[config.mk]
export PLATFORM = sky130hd
export DESIGN_NAME = tirq_top
export DESIGN_NICKNAME = d
export VERILOG_FILES = /design/src/hdl/tirq_pkg.sv /design/src/hdl/tirq_top.sv /design/src/hdl/tirq_source_flags.sv
export SDC_FILE = /design/constraint.sdc
export NUM_CORES = 1
export LEC_CHECK = 0
export BUFFER_PORTS_ARGS = -buffer_cell sky130_fd_sc_hd__buf_4
export CORE_MARGIN = 3
export CORE_UTILIZATION = 45
export DETAILED_ROUTE_END_ITERATION = 7
export PLACE_DENSITY = 0.71
export SLEW_MARGIN = 20
export SYNTH_ARGS = -nofsm -noshare
export SYNTH_HDL_FRONTEND = slang
export SYNTH_HIERARCHICAL = 1
export SYNTH_SLANG_ARGS = --single-unit
export TNS_END_PERCENT = 1
[constraint.sdc]
create_clock -name clock -period 1.7 [get_ports clock]
set_input_delay 0.34 -clock clock [delete_from_list [all_inputs] [get_ports clock]]
set_output_delay 0.34 -clock clock [all_outputs]
set_load 0.05 [all_outputs]
[src/hdl/tirq_pkg.sv]
package tirq_pkg;
   localparam logic [7:0] ADDR_SOFT_RESET_CONTROL = 8'h18;
   localparam logic [7:0] ADDR_TOP_EVENT_FLAGS = 8'h19;
   localparam logic [7:0] ADDR_RESET_EVENT_FLAGS = 8'h1A;
   localparam logic [7:0] ADDR_BUCK_EVENT_FLAGS = 8'h1B;
   localparam logic [7:0] ADDR_LINREG_EVENT_FLAGS = 8'h1C;
   localparam int BIT_SOFT_RESET_CMD = 0;
   localparam int BIT_POWER_OK_LOST = 7;
   localparam int BIT_LINREG_SUMMARY = 6;
   localparam int BIT_BUCK_SUMMARY = 5;
   localparam int BIT_SYNC_CLK_CHANGE = 4;
   localparam int BIT_OVERHEAT_SHUTDOWN = 3;
   localparam int BIT_OVERHEAT_WARNING = 2;
   localparam int BIT_INPUT_OVERVOLTAGE = 1;
   localparam int BIT_CURRENT_MEAS_DONE = 0;
   localparam int BIT_RESET_EVENT = 0;
   localparam logic [7:0] RESET_VALUE_REG = 8'h00;
   localparam logic [7:0] TOP_LATCHED_MASK = 8'h9F;
   localparam logic [7:0] SOURCE_EVENT_MASK = 8'h77;
   localparam logic [7:0] RESET_EVENT_MASK = 8'h01;
   // Cycles the internal reset pulse lasts after a soft reset command
   localparam int SOFT_RESET_CYCLES = 4;

   typedef struct packed {
      logic wr_en;
      logic rd_en;
      logic [7:0] addr;
      logic [7:0] wdata;
   } tirq_reg_req_t;

   typedef struct packed {
      logic power_ok_output;
      logic sync_clk_detected;
      logic overheat_shutdown_live;
      logic overheat_warning_live;
      logic overvoltage_live;
      logic current_meas_done;
      logic analog_supply_low;
   } tirq_events_t;

   typedef enum logic [1:0] {
      TIRQ_RUN = 2'b01,
      TIRQ_SOFT_RESET = 2'b10
   } tirq_state_t;
endpackage

[src/hdl/tirq_top.sv]
// Functional notes
// - Writing 1 to bit 0 of 0x18 resets registers, reloads settings, resets bus.
// - Soft reset command bit clears itself after the reset it triggered.
// - Bit 7 of 0x19 latches when power-ok output goes active to inactive.
// - Bit 6 is read-only linear-regulator summary, clear when its register is zero.
// - Bit 5 is read-only buck summary, clear when buck register is zero.
// - Bit 4 latches when external sync clock appears or disappears.
// - Overheat shutdown latches bit 3, disables regulators, drives general outputs low.
// - While overheat shutdown flag is set, regulator enables are refused.
// - Bit 2 latches on overheat warning; the live warning state is not reported.
// - Input overvoltage latches bit 1, disables regulators, drives outputs low.
// - Bit 0 latches when a new load current result is stored.
// - Latched bits 7 and 4..0 stay set until host writes 1 there.
// - Bit 0 of 0x1A latches on supply undervoltage or soft reset command.
// - Undervoltage or soft reset disables regulators, defaults registers, restarts.
// - Reserved bits 7..1 of 0x18 and 0x1A read zero, host leaves them.
// - Buck and linear-regulator source bits 6..4 and 2..0 latch and clear by writing 1.
`timescale 1ns/1ps
`default_nettype none
module tirq_top #(
   parameter int NUM_REGULATORS = 4,
   parameter int RESET_CYCLES = tirq_pkg::SOFT_RESET_CYCLES
) (
   input wire logic clock,
   input wire logic rst_n,
   input wire tirq_pkg::tirq_reg_req_t reg_req,
   output logic [7:0] reg_rdata,
   input wire tirq_pkg::tirq_events_t events_in,
   input wire logic [7:0] buck_event_set,
   input wire logic [7:0] linreg_event_set,
   input wire logic [NUM_REGULATORS-1:0] regulator_enable_req,
   input wire logic general_output_a_req,
   input wire logic general_output_b_req,
   output logic [NUM_REGULATORS-1:0] regulator_enable,
   output logic general_output_a,
   output logic general_output_b,
   output logic [7:0] buck_event_reg,
   output logic [7:0] linreg_event_reg,
   output logic settings_reload,
   output logic bus_if_reset,
   output logic startup_restart
);
   import tirq_pkg::*;

   typedef struct packed {
      tirq_events_t sync1;
      tirq_events_t sync2;
      tirq_events_t prev;
      logic [2:0] fill;
      tirq_state_t fsm;
      logic [3:0] rst_count;
      logic soft_reset_cmd;
      logic power_ok_lost_flag;
      logic sync_clk_change_flag;
      logic overheat_shutdown_flag;
      logic overheat_warning_flag;
      logic input_overvoltage_flag;
      logic current_meas_done_flag;
      logic reset_event_flag;
      logic uv_pending;
      logic [7:0] rdata;
      logic [NUM_REGULATORS-1:0] reg_en;
      logic gpo_a;
      logic gpo_b;
   } tirq_state_s_t;

   tirq_state_s_t state;
   tirq_state_s_t next_state;
   logic internal_rst_n;
   logic buck_pending;
   logic linreg_pending;

   function automatic logic latch_bit(input logic cur, input logic ev, input logic clr);
      latch_bit = ev | (cur & ~clr);
   endfunction

   function automatic logic wr_hit(input tirq_reg_req_t rq, input logic [7:0] a);
      wr_hit = rq.wr_en && (rq.addr == a);
   endfunction

   assign internal_rst_n = rst_n && (state.fsm != TIRQ_SOFT_RESET);

   tirq_source_flags #(.WIDTH(8), .USED_MASK(SOURCE_EVENT_MASK)) u_buck_flags (
      .clock(clock),
      .rst_n(internal_rst_n),
      .set_pulse(buck_event_set),
      .clear_wr(wr_hit(reg_req, ADDR_BUCK_EVENT_FLAGS)),
      .clear_data(reg_req.wdata),
      .flags(buck_event_reg),
      .pending(buck_pending)
   );

   tirq_source_flags #(.WIDTH(8), .USED_MASK(SOURCE_EVENT_MASK)) u_linreg_flags (
      .clock(clock),
      .rst_n(internal_rst_n),
      .set_pulse(linreg_event_set),
      .clear_wr(wr_hit(reg_req, ADDR_LINREG_EVENT_FLAGS)),
      .clear_data(reg_req.wdata),
      .flags(linreg_event_reg),
      .pending(linreg_pending)
   );

   always_comb begin
      logic pg_fall;
      logic clk_change;
      logic sd_rise;
      logic warn_rise;
      logic ovp_rise;
      logic meas_rise;
      logic uv_rise;
      logic wr_top;
      logic wr_rst_evt;
      logic [7:0] wd;
      logic fault;
      pg_fall = 1'b0;
      clk_change = 1'b0;
      sd_rise = 1'b0;
      warn_rise = 1'b0;
      ovp_rise = 1'b0;
      meas_rise = 1'b0;
      uv_rise = 1'b0;
      wr_top = 1'b0;
      wr_rst_evt = 1'b0;
      wd = reg_req.wdata;
      fault = 1'b0;
      next_state = state;
      next_state.sync1 = events_in;
      next_state.sync2 = state.sync1;
      next_state.prev = state.sync2;
      pg_fall = state.prev.power_ok_output && !state.sync2.power_ok_output;
      // Sync chain loaded flag: a clock already present at power-up is no change
      next_state.fill = {state.fill[1:0], 1'b1};
      clk_change = state.fill[2]
         && (state.prev.sync_clk_detected != state.sync2.sync_clk_detected);
      sd_rise = state.sync2.overheat_shutdown_live && !state.prev.overheat_shutdown_live;
      warn_rise = state.sync2.overheat_warning_live && !state.prev.overheat_warning_live;
      ovp_rise = state.sync2.overvoltage_live && !state.prev.overvoltage_live;
      meas_rise = state.sync2.current_meas_done && !state.prev.current_meas_done;
      uv_rise = state.sync2.analog_supply_low && !state.prev.analog_supply_low;
      wr_top = wr_hit(reg_req, ADDR_TOP_EVENT_FLAGS);
      wr_rst_evt = wr_hit(reg_req, ADDR_RESET_EVENT_FLAGS);
      next_state.power_ok_lost_flag = latch_bit(state.power_ok_lost_flag, pg_fall,
         wr_top && wd[BIT_POWER_OK_LOST]);
      next_state.sync_clk_change_flag = latch_bit(state.sync_clk_change_flag, clk_change,
         wr_top && wd[BIT_SYNC_CLK_CHANGE]);
      next_state.overheat_shutdown_flag = latch_bit(state.overheat_shutdown_flag, sd_rise,
         wr_top && wd[BIT_OVERHEAT_SHUTDOWN]);
      next_state.overheat_warning_flag = latch_bit(state.overheat_warning_flag, warn_rise,
         wr_top && wd[BIT_OVERHEAT_WARNING]);
      next_state.input_overvoltage_flag = latch_bit(state.input_overvoltage_flag, ovp_rise,
         wr_top && wd[BIT_INPUT_OVERVOLTAGE]);
      next_state.current_meas_done_flag = latch_bit(state.current_meas_done_flag, meas_rise,
         wr_top && wd[BIT_CURRENT_MEAS_DONE]);
      next_state.reset_event_flag = latch_bit(state.reset_event_flag, 1'b0,
         wr_rst_evt && wd[BIT_RESET_EVENT]);
      // Undervoltage seen while running restarts the block like a soft reset
      next_state.uv_pending = state.uv_pending | uv_rise;
      // live faults force outputs off at once, not only on the latch
      // Overvoltage forces only while live; its latch alone does not block enables
      fault = state.overheat_shutdown_flag
         || state.sync2.overheat_shutdown_live || state.sync2.overvoltage_live;
      if (fault || state.overheat_shutdown_flag) begin
         next_state.reg_en = '0;
      end else begin
         next_state.reg_en = regulator_enable_req;
      end
      next_state.gpo_a = fault ? 1'b0 : general_output_a_req;
      next_state.gpo_b = fault ? 1'b0 : general_output_b_req;
      case (reg_req.addr)
         ADDR_SOFT_RESET_CONTROL: next_state.rdata = {7'h00, state.soft_reset_cmd};
         ADDR_TOP_EVENT_FLAGS: begin
            next_state.rdata = {state.power_ok_lost_flag,
               linreg_pending,
               buck_pending,
               state.sync_clk_change_flag, state.overheat_shutdown_flag,
               state.overheat_warning_flag, state.input_overvoltage_flag,
               state.current_meas_done_flag};
         end
         ADDR_RESET_EVENT_FLAGS: next_state.rdata = {7'h00, state.reset_event_flag};
         ADDR_BUCK_EVENT_FLAGS: next_state.rdata = buck_event_reg;
         ADDR_LINREG_EVENT_FLAGS: next_state.rdata = linreg_event_reg;
         default: next_state.rdata = RESET_VALUE_REG;
      endcase
      if (!reg_req.rd_en) begin
         next_state.rdata = state.rdata;
      end
      case (state.fsm)
         TIRQ_RUN: begin
            if ((wr_hit(reg_req, ADDR_SOFT_RESET_CONTROL) && wd[BIT_SOFT_RESET_CMD])
                  || state.uv_pending) begin
               next_state.soft_reset_cmd = 1'b1;
               next_state.fsm = TIRQ_SOFT_RESET;
               next_state.rst_count = 4'(RESET_CYCLES - 1);
            end
         end
         TIRQ_SOFT_RESET: begin
            next_state = '0;
            next_state.sync1 = events_in;
            next_state.sync2 = state.sync1;
            next_state.prev = state.sync2;
            next_state.fill = state.fill;
            next_state.fsm = TIRQ_SOFT_RESET;
            next_state.soft_reset_cmd = 1'b1;
            next_state.rst_count = state.rst_count - 4'h1;
            if (state.rst_count == 4'h0) begin
               next_state.soft_reset_cmd = 1'b0;
               next_state.fsm = TIRQ_RUN;
               next_state.reset_event_flag = 1'b1;
            end
         end
         default: next_state.fsm = TIRQ_RUN;
      endcase
   end

   always_ff @(posedge clock) begin
      if (!rst_n) begin
         state <= '0;
         state.fsm <= TIRQ_RUN;
         // Power-up itself counts as an undervoltage reset event
         state.reset_event_flag <= 1'b1;
      end else begin
         state <= next_state;
      end
   end

   assign reg_rdata = state.rdata;
   assign regulator_enable = state.reg_en;
   assign general_output_a = state.gpo_a;
   assign general_output_b = state.gpo_b;
   assign settings_reload = (state.fsm == TIRQ_SOFT_RESET);
   assign bus_if_reset = (state.fsm == TIRQ_SOFT_RESET);
   assign startup_restart = (state.fsm == TIRQ_SOFT_RESET) && (state.rst_count == 4'h0);
endmodule
`default_nettype wire

[src/hdl/tirq_source_flags.sv]
`timescale 1ns/1ps
`default_nettype none
// Bank of write-one-to-clear source flags; a summary bit shows any pending
module tirq_source_flags #(
   parameter int WIDTH = 8,
   parameter logic [WIDTH-1:0] USED_MASK = '1
) (
   input wire logic clock,
   input wire logic rst_n,
   input wire logic [WIDTH-1:0] set_pulse,
   input wire logic clear_wr,
   input wire logic [WIDTH-1:0] clear_data,
   output logic [WIDTH-1:0] flags,
   output logic pending
);
   typedef struct packed {
      logic [WIDTH-1:0] flags;
   } tirq_src_state_t;
   tirq_src_state_t state;
   tirq_src_state_t next_state;

   always_comb begin
      next_state = state;
      for (int i = 0; i < WIDTH; i++) begin
         if (clear_wr && clear_data[i]) begin
            next_state.flags[i] = 1'b0;
         end
         if (set_pulse[i] && USED_MASK[i]) begin
            next_state.flags[i] = 1'b1;
         end
      end
   end

   always_ff @(posedge clock) begin
      if (!rst_n) begin
         state <= '0;
      end else begin
         state <= next_state;
      end
   end

   assign flags = state.flags;
   assign pending = |state.flags;
endmodule
`default_nettype wire

==> metrics.md, run 1 <==
| Metric | Value |
|---|---|
| Status | `finished clean` |
| Die area | `7070 µm²` |
| VDD IR max | `0.631 mV` |
| Routed vias | `2,251` |
| Hold WC Path Type | `primary input to register` |
| Pwr/cell area | `1080 nW/µm²` |
| Filler instances | `527` |
| Number of global-route vias before repair | `2,205` |
| Worst-Skew Late Latency | `0.33 ns` |
| WHS | `0.200 ns` |
| Post-Synth Adder-Cell Area | `1.82%` |
| Initial antenna violation count | `0` |
| Largest family of logic cells by synthesized area | `simple AND/OR/NAND/NOR gates` |
| Final period utilization | `99.8%` |
| Core area | `5710 µm²` |
| Cells after synthesis | `288` |
| Drt first pass iters | `4` |
| Detailed-route wire length | `6060 µm` |
| # DRC | `0` |
| Xor and xnor fraction of the mapped netlist area | `0.319%` |
| RSZ-0062 raised after global routing | `yes` |
| Dpl hpwl | `4500 µm` |
| Footprint of the multi-input gates | `1190 µm²` |
| Nets | `414` |
| I/O Buffers | `73` |
| Width of the die | `84.1 µm` |
| Critical Path End Type | `output port` |
| Multiplexer share of the synthesized area | `3.05%` |
| Hold path start | `regulator_enable_req[2]` |
| Area Growth Syn to Fin | `27.7%` |
| Die H | `84.1 µm` |
| Synthesized area | `2750 µm²` |
| Worst Path Arrival | `1.36 ns` |
| Synth Area in Compound Gates | `17.8%` |
| CP Data Required Time | `1.36 ns` |
| Post-synth EDFFs | `0` |
| Iter 0 DRT Violations | `103` |
| Final setup skew | `0.0109 ns` |
| H-tree Lvls | `3` |
| Critical path startpoint category | `register` |
| YS warnings | `6` |
| Root Buffer | `clkbuf_8` |
| Seq cells post-synth | `65` |
| R2R Path Start | `state[27]` |
| F_max | `590 MHz` |
| Vias per cell | `5.14` |
| TritonCTS clock tree | `built` |
| Number of top-level pins | `82` |
| Final core utilization | `61.4%` |
| LEAKAGE | `1.60 nW` |
| Clk buf depth | `2` |
| Clk slew on worst S/H paths | `0.08 ns` |
| Start point of the critical path | `state[27]` |
| Post-place setup slack | `0.00692 ns` |
| Async set-reset flop share out of synthesis | `0%` |
| Critical path fanouts, max | `4` |
| First-pass GRT wire length | `10,100 µm` |
| Layout cells sized above 1 | `31.1%` |
| Yosys cell types | `52` |
| CTS sink cnt | `65` |
| Critical path type | `register to output port` |
| GRT Util Overall | `17.6%` |
| Crit path time final | `1.70 ns` |
| Sequential area share after synthesis | `47.4%` |
| GP Congestion | `0.803` |
| Wire length per cell | `13.8 µm` |
| Average size of a mapped cell | `9.53 µm²` |
| Final WS setup | `0.00377 ns` |
| Setup TNS | `0 ns` |
| Synth Area in Simple Gates | `19.5%` |
| Std cell rows | `27` |
| Max-cap viol count | `0` |
| Grt total ovfl | `0` |
| Initial core utilization | `48.1%` |
| Largest net degree at the start of global routing | `34` |
| Final setup viols | `0` |
| Most common flop cell mapped by yosys | `dfxtp_1` |
| Reg area | `1300 µm²` |
| Diode count | `0` |
| Pins Over Slew Limit | `0` |
| Endpoints failing hold | `0` |
| Num CTS Buffers | `9` |
| Detail Route Antenna Nets | `0` |
cells in the final DEF, fill, tap and decap left out, types with 4 or more instances in the layout:
| cell | count |
|---|---|
| o2bb2ai_1 | 4 |
| buf_4 | 81 |
| a21oi_1 | 11 |
| nor2_1 | 8 |
| nand2b_1 | 7 |
| a22oi_1 | 4 |
| nand2_1 | 9 |
| and3_1 | 4 |
| nand3_1 | 4 |
| inv_1 | 27 |
| clkbuf_8 | 10 |
| conb_1 | 4 |
| and2_1 | 27 |
| mux2i_1 | 5 |
| dfxtp_1 | 64 |
| a31oi_1 | 12 |
| a22o_1 | 7 |
| o21ai_0 | 22 |
power breakdown:
group / switching [W] / internal (W)
Combinational: 0.000514 / 0.000357
Clock: 0.000586 / 0.000570
Sequential: 0.0000956 / 0.00166
Total: 0.00120 / 0.00258
what timing repair did:
action / 4_1_cts / 5_1_grt
resized for setup: 2 / 5
pin swaps: 1 / 0
endpoints found under the setup margin: 1 / 26
hold buffers: 0 / 0
buffers inserted: 1 / 1
synthesized netlist by cell type, drive strengths merged, types with 4 or more instances:
master / instances / area (µm²)
dfxtp: 65 / 1300
a22oi: 4 / 30.0
and2: 28 / 176
nand2: 9 / 33.8
a31oi: 12 / 75.1
a22o: 7 / 61.3
o2bb2ai: 4 / 35.0
o21ai: 22 / 110
buf: 20 / 149
nand3: 4 / 20.0
mux2i: 5 / 50.1
ha: 4 / 50.1
inv: 28 / 105
nand2b: 8 / 50.1
a21oi: 12 / 63.8
and3: 4 / 25.0
nor2: 9 / 36.3
clkbuf: 4 / 15.0
registers in the layout (all words and copies together), names as in the netlist:
register / cells
general_output_b: 1
state: 39
u_buck_flags/flags: 6
regulator_enable: 4
u_linreg_flags/flags: 6
reg_rdata: 8
general_output_a: 1
worst max-delay path: stages, from the launching register on:
cell,delay (ns)
dfxtp_1,0.33
inv_1,0.07
ha_2,0.20
nand4bb_1,0.16
inv_2,0.11
buf_6,0.16
metrics by stage:
stage	cells	cell area [µm²]	power (W)
finish	438	3510	0.00378
global route	438	3510	0.00397
CTS	437	3480	0.00379
detailed placement	420	3300	0.00265
global placement	420	3300	0.00262
floorplan	290	2760	0.00237
cell type report:
class | instances | share of cell area (%)
Timing Repair Buffer | 84 | 18.3
Tap cell | 72 | 2.57
Sequential cell | 65 | 37.2
Multi-Input combinational cell | 173 | 34.0
Inverter | 28 | 3.00
Clock buffer | 12 | 4.14
Clock inverter | 4 | 0.821
layer usage:
metal	up-vias	part of all wire (%)	GRT usage (%)
met5	-	0	0
met4	0	2.6	8.77
met3	13	6.5	4.05
met2	70	48	29.1
met1	1033	43	21.3
li1	1135	-	-
final timing paths:
path                                end  slack, ns  depth (start not counted)
setup / recovery        startup_restart      0.004                          5
hold / removal      regulator_enable[2]       0.20                          2
setup reg to reg  u_buck_flags/flags[1]       0.19                          7
hold reg to reg               state[39]       0.43                          1
cells by family after synthesis:
family	after synthesis
muxes	7
and+or+nand+nor	83
adders and majority gates	4
AOI/OAI and AO/OA	74
buffers and inverters	52
xor gates and xnor gates	1
other	2
DFF	65
Note: power is estimated with default switching activity, not from simulation.
==> inputs of run 2 (changes only) <==
==> constraint.sdc (replaced) <==
create_clock -name clock -period 1.8 [get_ports clock]
set_input_delay 0.09 -clock clock [delete_from_list [all_inputs] [get_ports clock]]
set_output_delay 0.09 -clock clock [all_outputs]
set_load 0.05 [all_outputs]
==> run 2 against run 1 <==
Net effect: core utilization rose by 5.0 points; sequential share of layout area fell by 2.9 points; cell area rose by 8.2%; sequential cell count did not move; hold slack got worse by 0.16 ns; die area did not move; register-to-register slack improved by 0.03 ns; final cell count rose by 5.5%; largest cell class unchanged.
==> metrics.md, run 2 (synthesis results as in run 1) <==
| Metric | Value |
|---|---|
| Initial core utilization | `48.1% (unchanged)` |
| Area Growth Syn to Fin | `38.2%` |
| Setup TNS | `0 ns (unchanged)` |
| Hold path start | `reg_req[16]` |
| Slowest cell on the critical path | `dfxtp_1` |
| GRT Util Overall | `19.1% (+1.6 points)` |
| # DRC | `0 (unchanged)` |
| I/O Buffers | `73 (unchanged)` |
| Top reg by flops | `state` |
| Detail Route Antenna Nets | `0 (unchanged)` |
| Final setup skew | `0.0103 ns (-0.000610 ns)` |
| Max-cap viol count | `0 (unchanged)` |
| Final period utilization | `92.3%` |
| Number of top-level pins | `82 (unchanged)` |
| Crit-path cells | `inv_1 -> ha_1 -> buf_4 -> nand4bb_1 -> inv_1 -> buf_4` |
| Drt first pass iters | `5 (+1)` |
| Depth of the worst register-to-register path | `6 (-1)` |
| Post-CTS Setup Inserts | `0 (-1)` |
| Initial antenna violation count | `0 (unchanged)` |
| Terminus of the critical flop-to-flop path | `general_output_b` |
| Switching share of power | `30.2% (-1.4 points)` |
| Crit path largest cell delay | `0.33 ns (about the same)` |
| R2R Path Start | `state[27]` |
| Status | `finished clean` |
| Largest net degree at the start of global routing | `35 (+2.9%)` |
| Clock Power Share | `35.2% (+4.6 points)` |
| Clk buf depth | `2 (unchanged)` |
| Std cell rows | `27 (unchanged)` |
| Clk slew on worst S/H paths | `0.07 ns (about the same)` |
| Dpl hpwl | `4430 µm (-1.5%)` |
| F_max | `602 MHz` |
| WHS Path Cells | `3 (+1)` |
| Max FFs per register | `39 (unchanged)` |
| Hold WC Path Type | `primary input to register` |
| LEAKAGE | `1.72 nW (+7.8%)` |
| First-pass GRT wire length | `10,800 µm (+6.9%)` |
| Number of global-route vias before repair | `2,343 (+6.3%)` |
| Worst-Skew Late Latency | `0.34 ns (about the same)` |
| H-tree Lvls | `3 (unchanged)` |
| Commonest non-fill, non-tap cell in the layout | `buf_4` |
| RSZ-0062 raised after global routing | `no` |
| Nets | `438 (+5.8%)` |
| Die H | `84.1 µm (unchanged)` |
| Comb pwr share | `22.3% (-0.8 points)` |
| Grt total ovfl | `0 (unchanged)` |
| Crit path time final | `1.66 ns` |
| Root Buffer | `clkbuf_8` |
| Wire length per cell | `14.2 µm (+2.8%)` |
| NetSw | `0.00118 W (-1.5%)` |
| TritonCTS clock tree | `built` |
| Routed vias | `2,338 (+3.9%)` |
| Register-to-register setup slack | `0.22 ns (+0.03 ns)` |
| Num CTS Buffers | `9 (unchanged)` |
| Most frequent cells in the layout | `77 x buf_4, 65 x dfxtp_1, 31 x dlygate4sd3_1` |
| Critical path type | `register to output port` |
| Critical Path End Type | `output port` |
| Final core utilization | `66.4% (+5.0 points)` |
| Pins Over Slew Limit | `0 (unchanged)` |
| Endpoints failing hold | `0 (unchanged)` |
| CP Data Required Time | `1.71 ns (+0.35 ns)` |
| Layout cells sized above 1 | `26.7% (-4.5 points)` |
| Diode count | `0 (unchanged)` |
| Flop pwr share | `42.5% (-3.9 points)` |
| Final setup viols | `0 (unchanged)` |
| Pwr/cell area | `1030 nW/µm² (-4.7%)` |
| Width of the die | `84.1 µm (unchanged)` |
| Worst Path Arrival | `1.57 ns (+0.21 ns)` |
| VDD IR max | `0.679 mV (+7.6%)` |
| GP Congestion | `0.804 (+0.24%)` |
| Int Power | `0.00272 W (+5.2%)` |
| Core area | `5710 µm² (unchanged)` |
| CTS sink cnt | `65 (unchanged)` |
| Critical path fanouts, max | `15 (+11)` |
| Worst hold path endpoint | `reg_rdata[0]` |
| Vias per cell | `5.06 (-1.5%)` |
| Detailed-route wire length | `6570 µm (+8.4%)` |
| Die area | `7070 µm² (unchanged)` |
| Critical path startpoint category | `register` |
| Iter 0 DRT Violations | `138 (+34%)` |
## run 2: cell count changes in the layout (fill, tap and decap cells not counted), sizes merged
cell	before	now
dlygate4sd3	0	31
buf	84	77
bufinv	0	2
clkbuf	12	10
clkinvlp	2	1
inv	28	29
## run 2: per-stage QoR
stage	std cells	power [W]	hold slack (ns)	setup slack (ns)	instance area (µm²)
after floorplan	290	0.00223	0.198	0.0609	2750
after global placement	415	0.00246	0.292	0.206	3260
after detailed placement	415	0.00249	0.294	0.104	3260
after CTS	462	0.00390	0.0300	0.100	3780
after global routing	462	0.00408	0.0338	0.00843	3790
final	462	0.00390	0.0415	0.139	3790
## run 2: final cells by class
class / count / area, µm²
timing repair buffer: 108 / 888
clock buffer: 10 / 128
multi-input combinational: 173 / 1190
fill: 462 / 1920
inverter: 28 / 105
tap: 72 / 90.1
sequential: 65 / 1300
clock inverter: 6 / 90.1
## run 2: worst max-delay path, delay by kind of cell (launching register included)
family,cells,cell delay (ns)
adders and majority gates,1,0.15
DFF,1,0.33
and+or+nand+nor,1,0.18
buffers and inverters,4,0.58
## run 2: power groups by stage
stage / clock (W) / combinational [W] / sequential (W)
floorplan: 0 / 0.000435 / 0.00180
global placement: 0 / 0.000786 / 0.00168
detailed placement: 0 / 0.000804 / 0.00168
CTS: 0.00139 / 0.000864 / 0.00165
global route: 0.00147 / 0.000944 / 0.00167
finish: 0.00137 / 0.000870 / 0.00165
## run 2: how the worst max path moves through the flow
stage                   start                  end  slack (ns)  cells past startpoint
floorplan           state[27]            state[27]        0.06                      6
global placement    state[27]  regulator_enable[1]        0.21                      6
detailed placement  state[27]  regulator_enable[2]        0.10                      6
CTS                 state[27]  regulator_enable[2]        0.10                      6
global route        state[27]      startup_restart       0.008                      6
finish              state[27]      startup_restart        0.14                      6
## run 2: what timing repair did
item / CTS / global route
endpoints found under the hold margin: 25 / 0
setup endpoints to repair: 0 / 5
gates resized for setup: 0 / 1
hold buffers: 31 / 0
## run 2: routing by layer
metal	routed length, µm	share of wire (%)	track usage [%]
met4	68	1.0	7.75
met1	2640	40	21.5
met5	0	0	0
met3	390	5.9	5.13
met2	3470	53	34.0
